**src/mff_pkg.sv**
```systemverilog
// Purpose: shared types and constants for the serial master request framer
// Assumes: one 50 MHz core clock; no checksum or line timing inside the framer
// Notes: swap code bit 0 swaps words of a pair, bit 1 swaps bytes of each word
package mff_pkg;

	// ------------------------------------------------------------
	// Function codes and field encodings
	// ------------------------------------------------------------
	localparam logic [7:0] FUNC_READ = 8'h03;
	localparam logic [7:0] FUNC_WRITE = 8'h10;
	localparam logic [1:0] SWAP_WORD = 2'h1;
	localparam logic [1:0] SWAP_BYTE = 2'h2;

	// ------------------------------------------------------------
	// Frame layout
	// ------------------------------------------------------------
	localparam logic [2:0] CHUNK0_LEN = 3'h4;
	localparam logic [2:0] CHUNK1_WR_LEN = 3'h3;
	localparam logic [2:0] CHUNK1_RD_LEN = 3'h2;
	localparam logic [17:0] WR_HDR_LEN = 18'h00007;
	localparam logic [17:0] RD_FRAME_LEN = 18'h00006;
	localparam logic [1:0] RX_IDX_ADDR = 2'h0;
	localparam logic [1:0] RX_IDX_FUNC = 2'h1;
	localparam logic [1:0] RX_IDX_COUNT = 2'h2;

	typedef enum logic [2:0] {
		S_IDLE, S_SEND, S_RD_A, S_RD_B, S_RX_HDR, S_RX_DATA
	} mff_state_e;

	// One command-table entry
	typedef struct packed {
		logic [7:0] slave_addr;
		logic [7:0] func;
		logic [15:0] remote_addr;
		logic [15:0] point_count;
		logic [15:0] local_buffer_offset;
		logic float_en;
		logic [15:0] float_threshold;
		logic [1:0] swap_code;
	} mff_cmd_s;

	// Local memory write; single words sit in data[31:16]
	typedef struct packed {
		logic en;
		logic pair;
		logic [15:0] addr;
		logic [31:0] data;
	} mff_wr_s;

	// Data words of a write: doubled only for float writes at or above threshold
	function automatic logic [16:0] data_words(input mff_cmd_s c);
		if (c.func == FUNC_WRITE && c.float_en && c.remote_addr >= c.float_threshold) begin
			return {c.point_count, 1'b0};
		end
		return {1'b0, c.point_count};
	endfunction

	function automatic logic [7:0] byte_count(input mff_cmd_s c);
		logic [16:0] w;
		w = data_words(c);
		return {w[6:0], 1'b0};
	endfunction

endpackage

```
**src/mff_framer.sv**
```systemverilog
// Purpose: master request framer for write-multiple and read-holding commands
// Assumes: local memory read is combinational on mem_rd_addr_o; rx bytes from same-clock logic
// Notes: no checksum, no response timeout; other function codes are refused with err_o
// Behaviour
// RQ1: Float option off: each register is one 16-bit word, threshold ignored.
// RQ2: Write with float off: byte count is two per register, count 2 gives 4.
// RQ3: Write frame: slave, 0x10, start address high first, count, byte count, data.
// RQ4: Read requests ignore float option and float threshold.
// RQ5: Read requests point count registers; replies stored from local buffer offset.
// RQ6: Read frame: slave, 0x03, start address high first, register count.
// RQ7: Float-addressing slave answers two-register read with 8 bytes, others with 4.
// RQ8: Slave may size write data from byte count or from a fixed offset.
// RQ9: Configured remote start address goes into the frame unchanged.
// RQ10: Float on and address at or above threshold doubles write byte count.
// RQ11: Data bytes and words reordered by the command's swap code.
`timescale 1ns/10ps
module mff_framer (
	// Clock and reset
	input wire logic core_clk_i,
	input wire logic rst_n_i,
	// Command entry
	input wire logic cmd_valid_i,
	input wire mff_pkg::mff_cmd_s cmd_i,
	output logic cmd_ready_o,
	// Transmit byte stream
	output logic tx_valid_o,
	output logic [7:0] tx_data_o,
	output logic tx_last_o,
	input wire logic tx_ready_i,
	// Receive byte stream
	input wire logic rx_valid_i,
	input wire logic [7:0] rx_data_i,
	// Local data memory
	output logic [15:0] mem_rd_addr_o,
	input wire logic [15:0] mem_rd_data_i,
	output mff_pkg::mff_wr_s mem_wr_o,
	// Status
	output logic busy_o,
	output logic done_o,
	output logic err_o
);
	import mff_pkg::*;

	mff_state_e state_reg, state_next;
	mff_cmd_s cmd_reg, cmd_next;
	mff_wr_s wr_reg, wr_next;
	logic [31:0] out_reg, out_next, acc_reg, acc_next;
	logic [2:0] out_n_reg, out_n_next;
	logic hdr_reg, hdr_next, last_reg, last_next, done_reg, done_next, err_reg, err_next;
	logic [16:0] words_reg, words_next;
	logic [15:0] addr_reg, addr_next;
	logic [1:0] rx_idx_reg, rx_idx_next, rbytes_reg, rbytes_next;
	logic [7:0] rx_left_reg, rx_left_next;
	logic [31:0] sw_in, sw_out;

	// ------------------------------------------------------------
	// Decode
	// ------------------------------------------------------------
	wire is_write = cmd_reg.func == FUNC_WRITE;
	wire is_read = cmd_reg.func == FUNC_READ;
	wire accept = state_reg == S_IDLE && cmd_valid_i;
	wire cmd_ok = cmd_i.func == FUNC_WRITE || cmd_i.func == FUNC_READ;
	wire tx_fire = tx_valid_o && tx_ready_i;
	wire rx_fire = rx_valid_i && (state_reg == S_RX_HDR || state_reg == S_RX_DATA);
	// Count field is the point count for both codes; byte count only on writes
	wire [31:0] chunk1 = {cmd_reg.point_count, byte_count(cmd_reg), 8'h00}; // RQ2 RQ4 RQ10
	wire [2:0] chunk1_len = is_write ? CHUNK1_WR_LEN : CHUNK1_RD_LEN; // RQ3 RQ6
	wire rx_pair = state_reg == S_RX_DATA && rbytes_reg == 2'h3;
	wire pair_full = state_reg == S_RD_B || rx_pair;
	wire rx_single = state_reg == S_RX_DATA && rbytes_reg == 2'h1 && rx_left_reg == 8'h01;

	assign acc_next = {acc_reg[23:0], rx_data_i};
	// A lone word has no partner, so only its bytes may swap
	assign sw_in = state_reg == S_RD_B ? {out_reg[31:16], mem_rd_data_i} :
		state_reg == S_RD_A ? {mem_rd_data_i, 16'h0000} :
		rx_pair ? acc_next : {acc_next[15:0], 16'h0000};
	wire [1:0] sw_code = pair_full ? cmd_reg.swap_code : cmd_reg.swap_code & SWAP_BYTE;

	mff_swap u_swap (
		.val_i(sw_in),
		.code_i(sw_code),
		.val_o(sw_out)
	); // RQ11

	// ------------------------------------------------------------
	// Sequencer
	// ------------------------------------------------------------
	always_comb begin
		state_next = state_reg;
		cmd_next = cmd_reg;
		out_next = out_reg;
		out_n_next = out_n_reg;
		hdr_next = hdr_reg;
		last_next = last_reg;
		words_next = words_reg;
		addr_next = addr_reg;
		rx_idx_next = rx_idx_reg;
		rx_left_next = rx_left_reg;
		rbytes_next = rbytes_reg;
		wr_next = '0;
		done_next = 1'b0;
		err_next = 1'b0;
		case (state_reg)
			S_IDLE: begin
				if (cmd_valid_i) begin
					cmd_next = cmd_i;
					addr_next = cmd_i.local_buffer_offset; // RQ5
					words_next = data_words(cmd_i); // RQ1 RQ10
					last_next = 1'b0;
					if (cmd_ok) begin
						out_next = {cmd_i.slave_addr, cmd_i.func, cmd_i.remote_addr}; // RQ3 RQ6 RQ9
						out_n_next = CHUNK0_LEN;
						hdr_next = 1'b1;
						state_next = S_SEND;
					end else begin
						err_next = 1'b1;
					end
				end
			end
			S_SEND: begin
				if (tx_fire) begin
					out_next = {out_reg[23:0], 8'h00};
					out_n_next = out_n_reg - 3'h1;
					if (out_n_reg == 3'h1) begin
						if (hdr_reg) begin
							out_next = chunk1;
							out_n_next = chunk1_len;
							hdr_next = 1'b0;
							last_next = is_read || words_reg == 17'h0;
						end else if (!last_reg) begin
							state_next = S_RD_A;
						end else if (is_read) begin
							rx_idx_next = RX_IDX_ADDR;
							state_next = S_RX_HDR;
						end else begin
							done_next = 1'b1;
							state_next = S_IDLE;
						end
					end
				end
			end
			S_RD_A: begin
				addr_next = addr_reg + 16'h0001;
				words_next = words_reg - 17'h1;
				if (words_reg > 17'h1) begin
					out_next = {mem_rd_data_i, 16'h0000};
					state_next = S_RD_B;
				end else begin
					out_next = sw_out;
					out_n_next = 3'h2;
					last_next = 1'b1;
					state_next = S_SEND;
				end
			end
			S_RD_B: begin
				addr_next = addr_reg + 16'h0001;
				words_next = words_reg - 17'h1;
				out_next = sw_out;
				out_n_next = 3'h4;
				last_next = words_reg == 17'h1;
				state_next = S_SEND;
			end
			S_RX_HDR: begin
				if (rx_valid_i) begin
					rx_idx_next = rx_idx_reg + 2'h1;
					// A mismatched function byte also catches exception replies
					if ((rx_idx_reg == RX_IDX_ADDR && rx_data_i != cmd_reg.slave_addr) ||
						(rx_idx_reg == RX_IDX_FUNC && rx_data_i != cmd_reg.func)) begin
						err_next = 1'b1;
						state_next = S_IDLE;
					end else if (rx_idx_reg == RX_IDX_COUNT) begin
						rx_left_next = rx_data_i; // RQ7
						rbytes_next = 2'h0;
						if (rx_data_i == 8'h00) begin
							done_next = 1'b1;
							state_next = S_IDLE;
						end else begin
							state_next = S_RX_DATA;
						end
					end
				end
			end
			S_RX_DATA: begin
				if (rx_valid_i) begin
					rbytes_next = rbytes_reg + 2'h1;
					rx_left_next = rx_left_reg - 8'h01;
					if (rx_pair) begin
						wr_next = '{en: 1'b1, pair: 1'b1, addr: addr_reg, data: sw_out}; // RQ5
						addr_next = addr_reg + 16'h0002;
					end else if (rx_single) begin
						wr_next = '{en: 1'b1, pair: 1'b0, addr: addr_reg, data: sw_out};
						addr_next = addr_reg + 16'h0001;
					end
					if (rx_left_reg == 8'h01) begin
						done_next = 1'b1;
						state_next = S_IDLE;
					end
				end
			end
			default: begin
				state_next = S_IDLE;
			end
		endcase
	end

	always_ff @(posedge core_clk_i or negedge rst_n_i) begin
		if (!rst_n_i) begin
			state_reg <= S_IDLE;
			cmd_reg <= '0;
			out_reg <= 32'h0;
			out_n_reg <= 3'h0;
			hdr_reg <= 1'b0;
			last_reg <= 1'b0;
			words_reg <= 17'h0;
			addr_reg <= 16'h0;
			rx_idx_reg <= 2'h0;
			rx_left_reg <= 8'h00;
			rbytes_reg <= 2'h0;
			acc_reg <= 32'h0;
			wr_reg <= '0;
			done_reg <= 1'b0;
			err_reg <= 1'b0;
		end else begin
			state_reg <= state_next;
			cmd_reg <= cmd_next;
			out_reg <= out_next;
			out_n_reg <= out_n_next;
			hdr_reg <= hdr_next;
			last_reg <= last_next;
			words_reg <= words_next;
			addr_reg <= addr_next;
			rx_idx_reg <= rx_idx_next;
			rx_left_reg <= rx_left_next;
			rbytes_reg <= rbytes_next;
			acc_reg <= rx_fire ? acc_next : acc_reg;
			wr_reg <= wr_next;
			done_reg <= done_next;
			err_reg <= err_next;
		end
	end

	// ------------------------------------------------------------
	// Outputs
	// ------------------------------------------------------------
	assign cmd_ready_o = state_reg == S_IDLE;
	assign busy_o = state_reg != S_IDLE;
	assign tx_valid_o = state_reg == S_SEND;
	assign tx_data_o = out_reg[31:24];
	assign tx_last_o = tx_valid_o && out_n_reg == 3'h1 && last_reg && !hdr_reg;
	assign mem_rd_addr_o = addr_reg;
	assign mem_wr_o = wr_reg;
	assign done_o = done_reg;
	assign err_o = err_reg;

	// ------------------------------------------------------------
	// Checks
	// ------------------------------------------------------------
	logic [17:0] tx_pos_reg;
	logic first_wr_reg;
	always_ff @(posedge core_clk_i or negedge rst_n_i) begin
		if (!rst_n_i) begin
			tx_pos_reg <= 18'h0;
			first_wr_reg <= 1'b0;
		end else begin
			tx_pos_reg <= accept ? 18'h0 : tx_fire ? tx_pos_reg + 18'h1 : tx_pos_reg;
			first_wr_reg <= accept ? 1'b1 : wr_reg.en ? 1'b0 : first_wr_reg;
		end
	end
	wire [17:0] wr_last_pos = WR_HDR_LEN + {1'b0, cmd_reg.point_count, 1'b0} - 18'h1;
	wire float_hit = cmd_reg.float_en && cmd_reg.remote_addr >= cmd_reg.float_threshold;
endmodule // mff_framer

```
**src/mff_swap.sv**
```systemverilog
// Purpose: byte and word reordering of one 32-bit data value
// Assumes: code bit 0 swaps the words, bit 1 swaps bytes within each word
// Notes: purely combinational
`timescale 1ns/10ps
module mff_swap (
	// Value in
	input wire logic [31:0] val_i,
	input wire logic [1:0] code_i,
	// Value out
	output logic [31:0] val_o
);
	import mff_pkg::*;

	wire [31:0] word_sw = (code_i & SWAP_WORD) != 2'h0 ? {val_i[15:0], val_i[31:16]} : val_i;

	assign val_o = (code_i & SWAP_BYTE) != 2'h0 ?
		{word_sw[23:16], word_sw[31:24], word_sw[7:0], word_sw[15:8]} : word_sw;

endmodule // mff_swap

```
**config.mk**
```make
export PLATFORM = sky130hd
export DESIGN_NAME = mff_framer
export DESIGN_NICKNAME = d
export VERILOG_FILES = /design/src/mff_pkg.sv /design/src/mff_framer.sv /design/src/mff_swap.sv
export SDC_FILE = /design/constraint.sdc
export NUM_CORES = 1
export LEC_CHECK = 0
export BUFFER_PORTS_ARGS = -buffer_cell sky130_fd_sc_hd__buf_2
export CAP_MARGIN = 20
export CORE_ASPECT_RATIO = 0.9
export CORE_UTILIZATION = 30
export CTS_CLUSTER_DIAMETER = 150
export DETAILED_ROUTE_END_ITERATION = 8
export PLACE_DENSITY_LB_ADDON = 0.15
export SYNTH_ARGS = -nofsm -noshare
export SYNTH_HDL_FRONTEND = slang
export SYNTH_SLANG_ARGS = --single-unit
```
**constraint.sdc**
```tcl
create_clock -name core_clk_i -period 2.45 [get_ports core_clk_i]
set_input_delay 0.3675 -clock core_clk_i [delete_from_list [all_inputs] [get_ports core_clk_i]]
set_output_delay 0.3675 -clock core_clk_i [all_outputs]
set_load 0.005 [all_outputs]
```
# Word level (Yosys, flattened, before mapping)
# Index checks and enable logic that the tools add are counted.
[totals] input_bits=112 ff_bits=228 word_cells=210 output_inout_bits=80
[op_classes] n_addsub=7 magnitude_cmp=3 muxes=100 eq_ne=34 n_reduce_logical=42
[ops] operator="two-way mux 32 bit" count=11
[ops] operator="two-way mux 50 bit" count=4
[ops] operator="case mux 32 bit (4 select lines)" count=1
[ops] operator="two-way mux 16 bit" count=4
[ops] operator="two-way mux 3 bit" count=19
[ops] operator="two-way mux 17 bit" count=3
[ops] operator="case mux 16 bit (3 select lines)" count=1
[ops] operator="case mux 17 bit (2 select lines)" count=1
[ops] operator="greater-or-equal comparator 16 bit" count=2
[ops] operator="two-way mux 8 bit" count=4
[ops] operator="two-way mux 1 bit" count=30
[ops] operator="two-way mux 2 bit" count=11
[ops] operator="case mux 3 bit (6 select lines)" count=1
[ops] operator="== test 17 x 1 -> 1 bit (second input constant)" count=1
[ops] operator="> comparator 17 x 1 -> 1 bit (second input constant)" count=1
[ops] operator="zero test 17 bit" count=1
[ops] operator="subtractor 17 x 1 -> 17 bit (second input constant)" count=1
[ops] operator="adder 16 x 1 -> 16 bit (second input constant)" count=1
[ops] operator="adder 16 x 2 -> 16 bit (second input constant)" count=1
[ops] operator="== test 8 x 2 -> 1 bit (second input constant)" count=2
[ops] operator="== test 8 x 5 -> 1 bit (second input constant)" count=2
[ops] operator="!= test 2 x 1 -> 1 bit (second input constant)" count=8
[ops] operator="!= test 8 bit" count=2
[ops] operator="case mux 8 bit (2 select lines)" count=1
[ops] operator="other kinds (34)" count=73

# Longest topological paths before layout
[depth] word_depth=11 depth_mapped=12 depth_no_buf=10

# By module
# Synthesis repeated with hierarchy kept, for this count alone.
[unflattened] cells_unflattened=1545 hier_area_um2=13837.0
[modules_own_cells] mod="mff_framer" seq_area_each_um2=5705.5 cells_each=1505 area_per_inst_um2=13012.5 n_inst=1
[modules_own_cells] mod="mff_swap" seq_area_each_um2=0.0 cells_each=40 area_per_inst_um2=824.5 n_inst=1

# Worst setup path after synthesis
# OpenSTA, ideal clock, no wires.
[synth_timing] path_kind="input to register" startpoint="input cmd_i[51] (netlist bit)" endpoint="register words_reg[3]" path_slack_ns=0.042 setup_time_ns=0.126 path_stages=10 required_time_ns=2.324 arrival_time_ns=2.282 path_buffers=1 cell_sequence="inv_1 > ha_1 > nand2b_1 > a211oi_1 > o221ai_1 > a221o_1 > o21ai_2 > buf_4 > nor2_1 > a311o_1"
[synth_between] elab_chain_len=8
[synth_lines] element="start: declaration" line_no="mff_framer.sv:23" source="input wire mff_pkg::mff_cmd_s cmd_i,"
[synth_lines] element="greater-or-equal comparator 16 bit" line_no="mff_pkg.sv:52" source="if (c.func == FUNC_WRITE && c.float_en && c.remote_addr >= c.float_threshold) begin"
[synth_lines] element="logical AND 1 bit" line_no="mff_pkg.sv:52"
[synth_lines] element="two-way mux 1 bit" line_no="mff_pkg.sv:52"
[synth_lines] element="two-way mux 1 bit" line_no="mff_framer.sv:105" source="if (cmd_valid_i) begin"
[synth_lines] element="two-way mux 1 bit" line_no="mff_framer.sv:103" source="case (state_reg)"
[synth_lines] element="two-way mux 17 bit" line_no="mff_pkg.sv:55" source="return {1'b0, c.point_count};"
[synth_lines] element="two-way mux 17 bit" line_no="mff_framer.sv:105"
[synth_lines] element="case mux 17 bit (2 select lines)" line_no="mff_framer.sv:103"
[synth_lines] element="end signal: assignment" line_no="mff_framer.sv:230" source="words_reg <= words_next;"
[synth_lines] element="end: declaration" line_no="mff_framer.sv:50" source="logic [16:0] words_reg, words_next;"
# Every way passes these cells. The select of a mux whose other input is x is not followed.
# A chain may end at the register's enable or synchronous reset.

# Worst setup path in the final report
[layout_timing] startpoint="register state_reg[1]" endpoint="output tx_last_o"
[layout_between] elab_chain_len=4
[layout_lines] element="start: declaration" line_no="mff_framer.sv:44" source="mff_state_e state_reg, state_next;"
[layout_lines] element="start signal: assignment" line_no="mff_framer.sv:224" source="state_reg <= state_next;"
[layout_lines] element="== test 3 x 1 -> 1 bit" line_no="mff_framer.sv:247" source="assign tx_valid_o = state_reg == S_SEND;"
[layout_lines] element="logical AND 1 bit (3 in series)" line_no="mff_framer.sv:249" source="assign tx_last_o = tx_valid_o && out_n_reg == 3'h1 && last_reg && !hdr_reg;"
[layout_lines] element="end: declaration" line_no="mff_framer.sv:28" source="output logic tx_last_o,"
# Every way passes these cells.

==> impl_metrics.ini <==
[synth]
synth_compound_area_share_pct = 18.87
yosys_register_bits = 228
yosysTopAreaCellShare_pct = 41.51
yosys-top-cells-area = dfrtp_1 42%, nand2_1 7.3%, o21ai_0 4.9%
synth-simple-area-share_pct = 21.27
netlist_top_cells_count = 268 x nand2_1, 228 x dfrtp_1, 136 x nor2_1, 134 x o21ai_0, 94 x a21oi_1
synth-xor-area-share_pct = 1.593
ys_warn_count = 0
synthCells = 1591
synth_top_family_by_area = simple AND/OR/NAND/NOR gates
synth_ff_type = dfrtp_1
yosysMostFrequentCell = nand2_1
yosysSeqAreaShare_pct = 41.51
synth_area_sq_um = 13740
synthDistinctLibCells = 83
synth_top_area_cell = dfrtp_1
syn_nets = 1748
post_synth.cell_area_avg_sq_um = 8.638
synth_fa_ha_area_share_pct = 4.097
synthMuxAreaShare_pct = 7.183
ys_async_sr_fraction_pct = 100.0
synth-edff-count = 0

[min_path]
min-delay-path-class = primary input to flip-flop
hp-start = cmd_i[2]
holdPathStages = 3

[route]
drtPass1Iterations = 7
routed_via_density = 5.246
wl_per_cell_um = 20.60
first_iter_violations = 982
ant_nets = 0
vias = 13120
drt-total-wl_um = 51490
drc_errors = 0

[global_routing]
grt_use_met1_pct = 32.66
use_met3_pct = 4.375
grt_util_met2_pct = 31.69
grtUsageTotal_pct = 21.84
grt_max_degree = 67
grt_pass1_vias = 12550
overflow = 0
antenna_found_initial = 1
grt.busiest_layer = met1
grt_pass1_wl_um = 76890

[placement]
io_buffer_count = 191
dp_hpwl_um = 38910
gp_congestion = 0.8817

[floorplanning]
num_io_pins = 192
die-area_sq_um = 46670
coreArea_sq_um = 45280
rows = 74
initial_utilization_pct = 30.35
die_y_um = 205.1
die_w_um = 227.6

[sta]
finalCriticalPeriod_ps = 2434
finalSetupViolations = 0
skew_ps = 23.93
rsz0062_at_grt = true
slew_viol_final = 0
max_freq_mhz = 410.9
timing.final.crit_share_pct = 99.33
worst_pin_slew_ps = 700.6
finalHoldViolCount = 0
slew_headroom_pct = 52.80
hold_slack_ps = 27.39

[layout]
drive_above_1_share_pct = 26.60
largest_reg_flops = 51
syn_to_final_growth_pct = 29.11
nets = 2026

[power]
irDropWorstVdd_mv = 0.4939
power_mw = 21.11
power.density_nw_per_um2 = 1190
leakage_nw = 8.408

[setup_path]
crit_arrival_ps = 2070
cp.depth = 5
cp_slowest_cell = dfrtp_2
cp-start-kind = flip-flop
cp_top_family = simple AND/OR/NAND/NOR gates
crit_start = state_reg[1]$_DFFE_PN0P_
r2r-end = out_reg[10]$_DFFE_PN0P_
path_cells = buf_6 -> or3b_4 -> inv_4 -> and3_4 -> buf_6
crit_top_cell = buf_6
crit_fanout = 15
crit_buf_inv = 3
cpPeakStageDelay_ps = 470
worst_setup_path_end_kind = output pin
cp.required_ps = 2080
rr_startpoint = cmd_reg[56]$_DFFE_PN0P_
crit_type = flip-flop to output pin
r2r_cells = 10
critPathCapture = tx_last_o
r2r_slack_ps = 50

[clock_network]
clkTransAtPathRegs_ps = 60
cts_tree = built
numCtsBuffers = 28
root_buffer = clkbuf_16
cts.sinks = 228
insertion_delay_ps = 570
htree_levels = 1
cts_buffer_depth = 3

[job]
cap_violations = 0

[status]
status = finished clean
[power by group]
group | internal, mW | switching, mW
clock network | 2.64 | 1.73
logic | 4.34 | 5.75
registers | 5.18 | 1.47
total | 12.2 | 8.96
[cell type report]
cell class | instances | area, sq um
Inverter | 62 | 235.2
Clock inverter | 9 | 105.1
Tap cell | 608 | 760.7
Fill cell | 4623 | 27530
Multi-Input combinational cell | 1185 | 7513
Clock buffer | 43 | 868.3
Timing Repair Buffer | 364 | 2550
Sequential cell | 228 | 5709
Antenna cell | 1 | 2.502
[kinds of logic after synthesis]
group,after synthesis
xor+xnor,25
compound gates,405
fa+ha+maj,45
simple gates,616
mux,94
flops,228
buf+inv,178
[per-stage QoR]
step | util [%] | TNS [ps] | setup WS [ps] | cells | cell area (sq um)
after global placement | 36.23 | -3597 | -301.2 | 2436 | 16400
after floorplan | - | 0 | 41.96 | 1591 | 13740
after CTS | 38.64 | -11.37 | -11.37 | 2493 | 17490
final | 39.19 | 0 | 16.42 | 2500 | 17740
after detailed placement | 36.23 | -3501 | -274.5 | 2436 | 16400
after global routing | 39.19 | -126.7 | -39.80 | 2499 | 17740
[cell usage in the layout, fill, tap and decap left out, drive strengths merged, types with 22 or more instances in the layout]
master	count
inv	62
o21ai	136
dfrtp	228
clkbuf	44
buf	359
a21oi	94
and2	37
nor3	34
nand3	30
o211ai	26
mux2	27
ha	45
nor2	138
mux2i	66
nand2	268
xnor2	22
[metal layers]
layer	share of wire, %	vias to the layer above
li1	-	6203
met3	6.4	69
met4	2.3	0
met2	43	425
met1	49	6419
met5	0	-
[worst min path at each step]
stage / end / slack (ps)
final: cmd_reg[2]$_DFFE_PN0P_ / 30
after global routing: cmd_reg[2]$_DFFE_PN0P_ / 10
after CTS: cmd_reg[2]$_DFFE_PN0P_ / 2
after detailed placement: mem_wr_o[34]$_DFF_PN0_ / 290
after global placement: mem_wr_o[34]$_DFF_PN0_ / 290
after floorplan: acc_reg[0]$_DFFE_PN0P_ / 70
[repair_timing]
item / 4_1_cts / 5_1_grt
hold endpoints to repair: 47 / 0
pin swaps: 3 / 13
gates resized for setup: 20 / 50
setup buffers: 1 / 5
gates cloned: 0 / 1
hold buffers: 4 / 0
endpoints found under the setup margin: 16 / 33
[worst min-delay path: stages]
cell	delay, ps
buf_2	90
nand2_1	50
nand2_1	50
(Power assumes the default switching activity.)
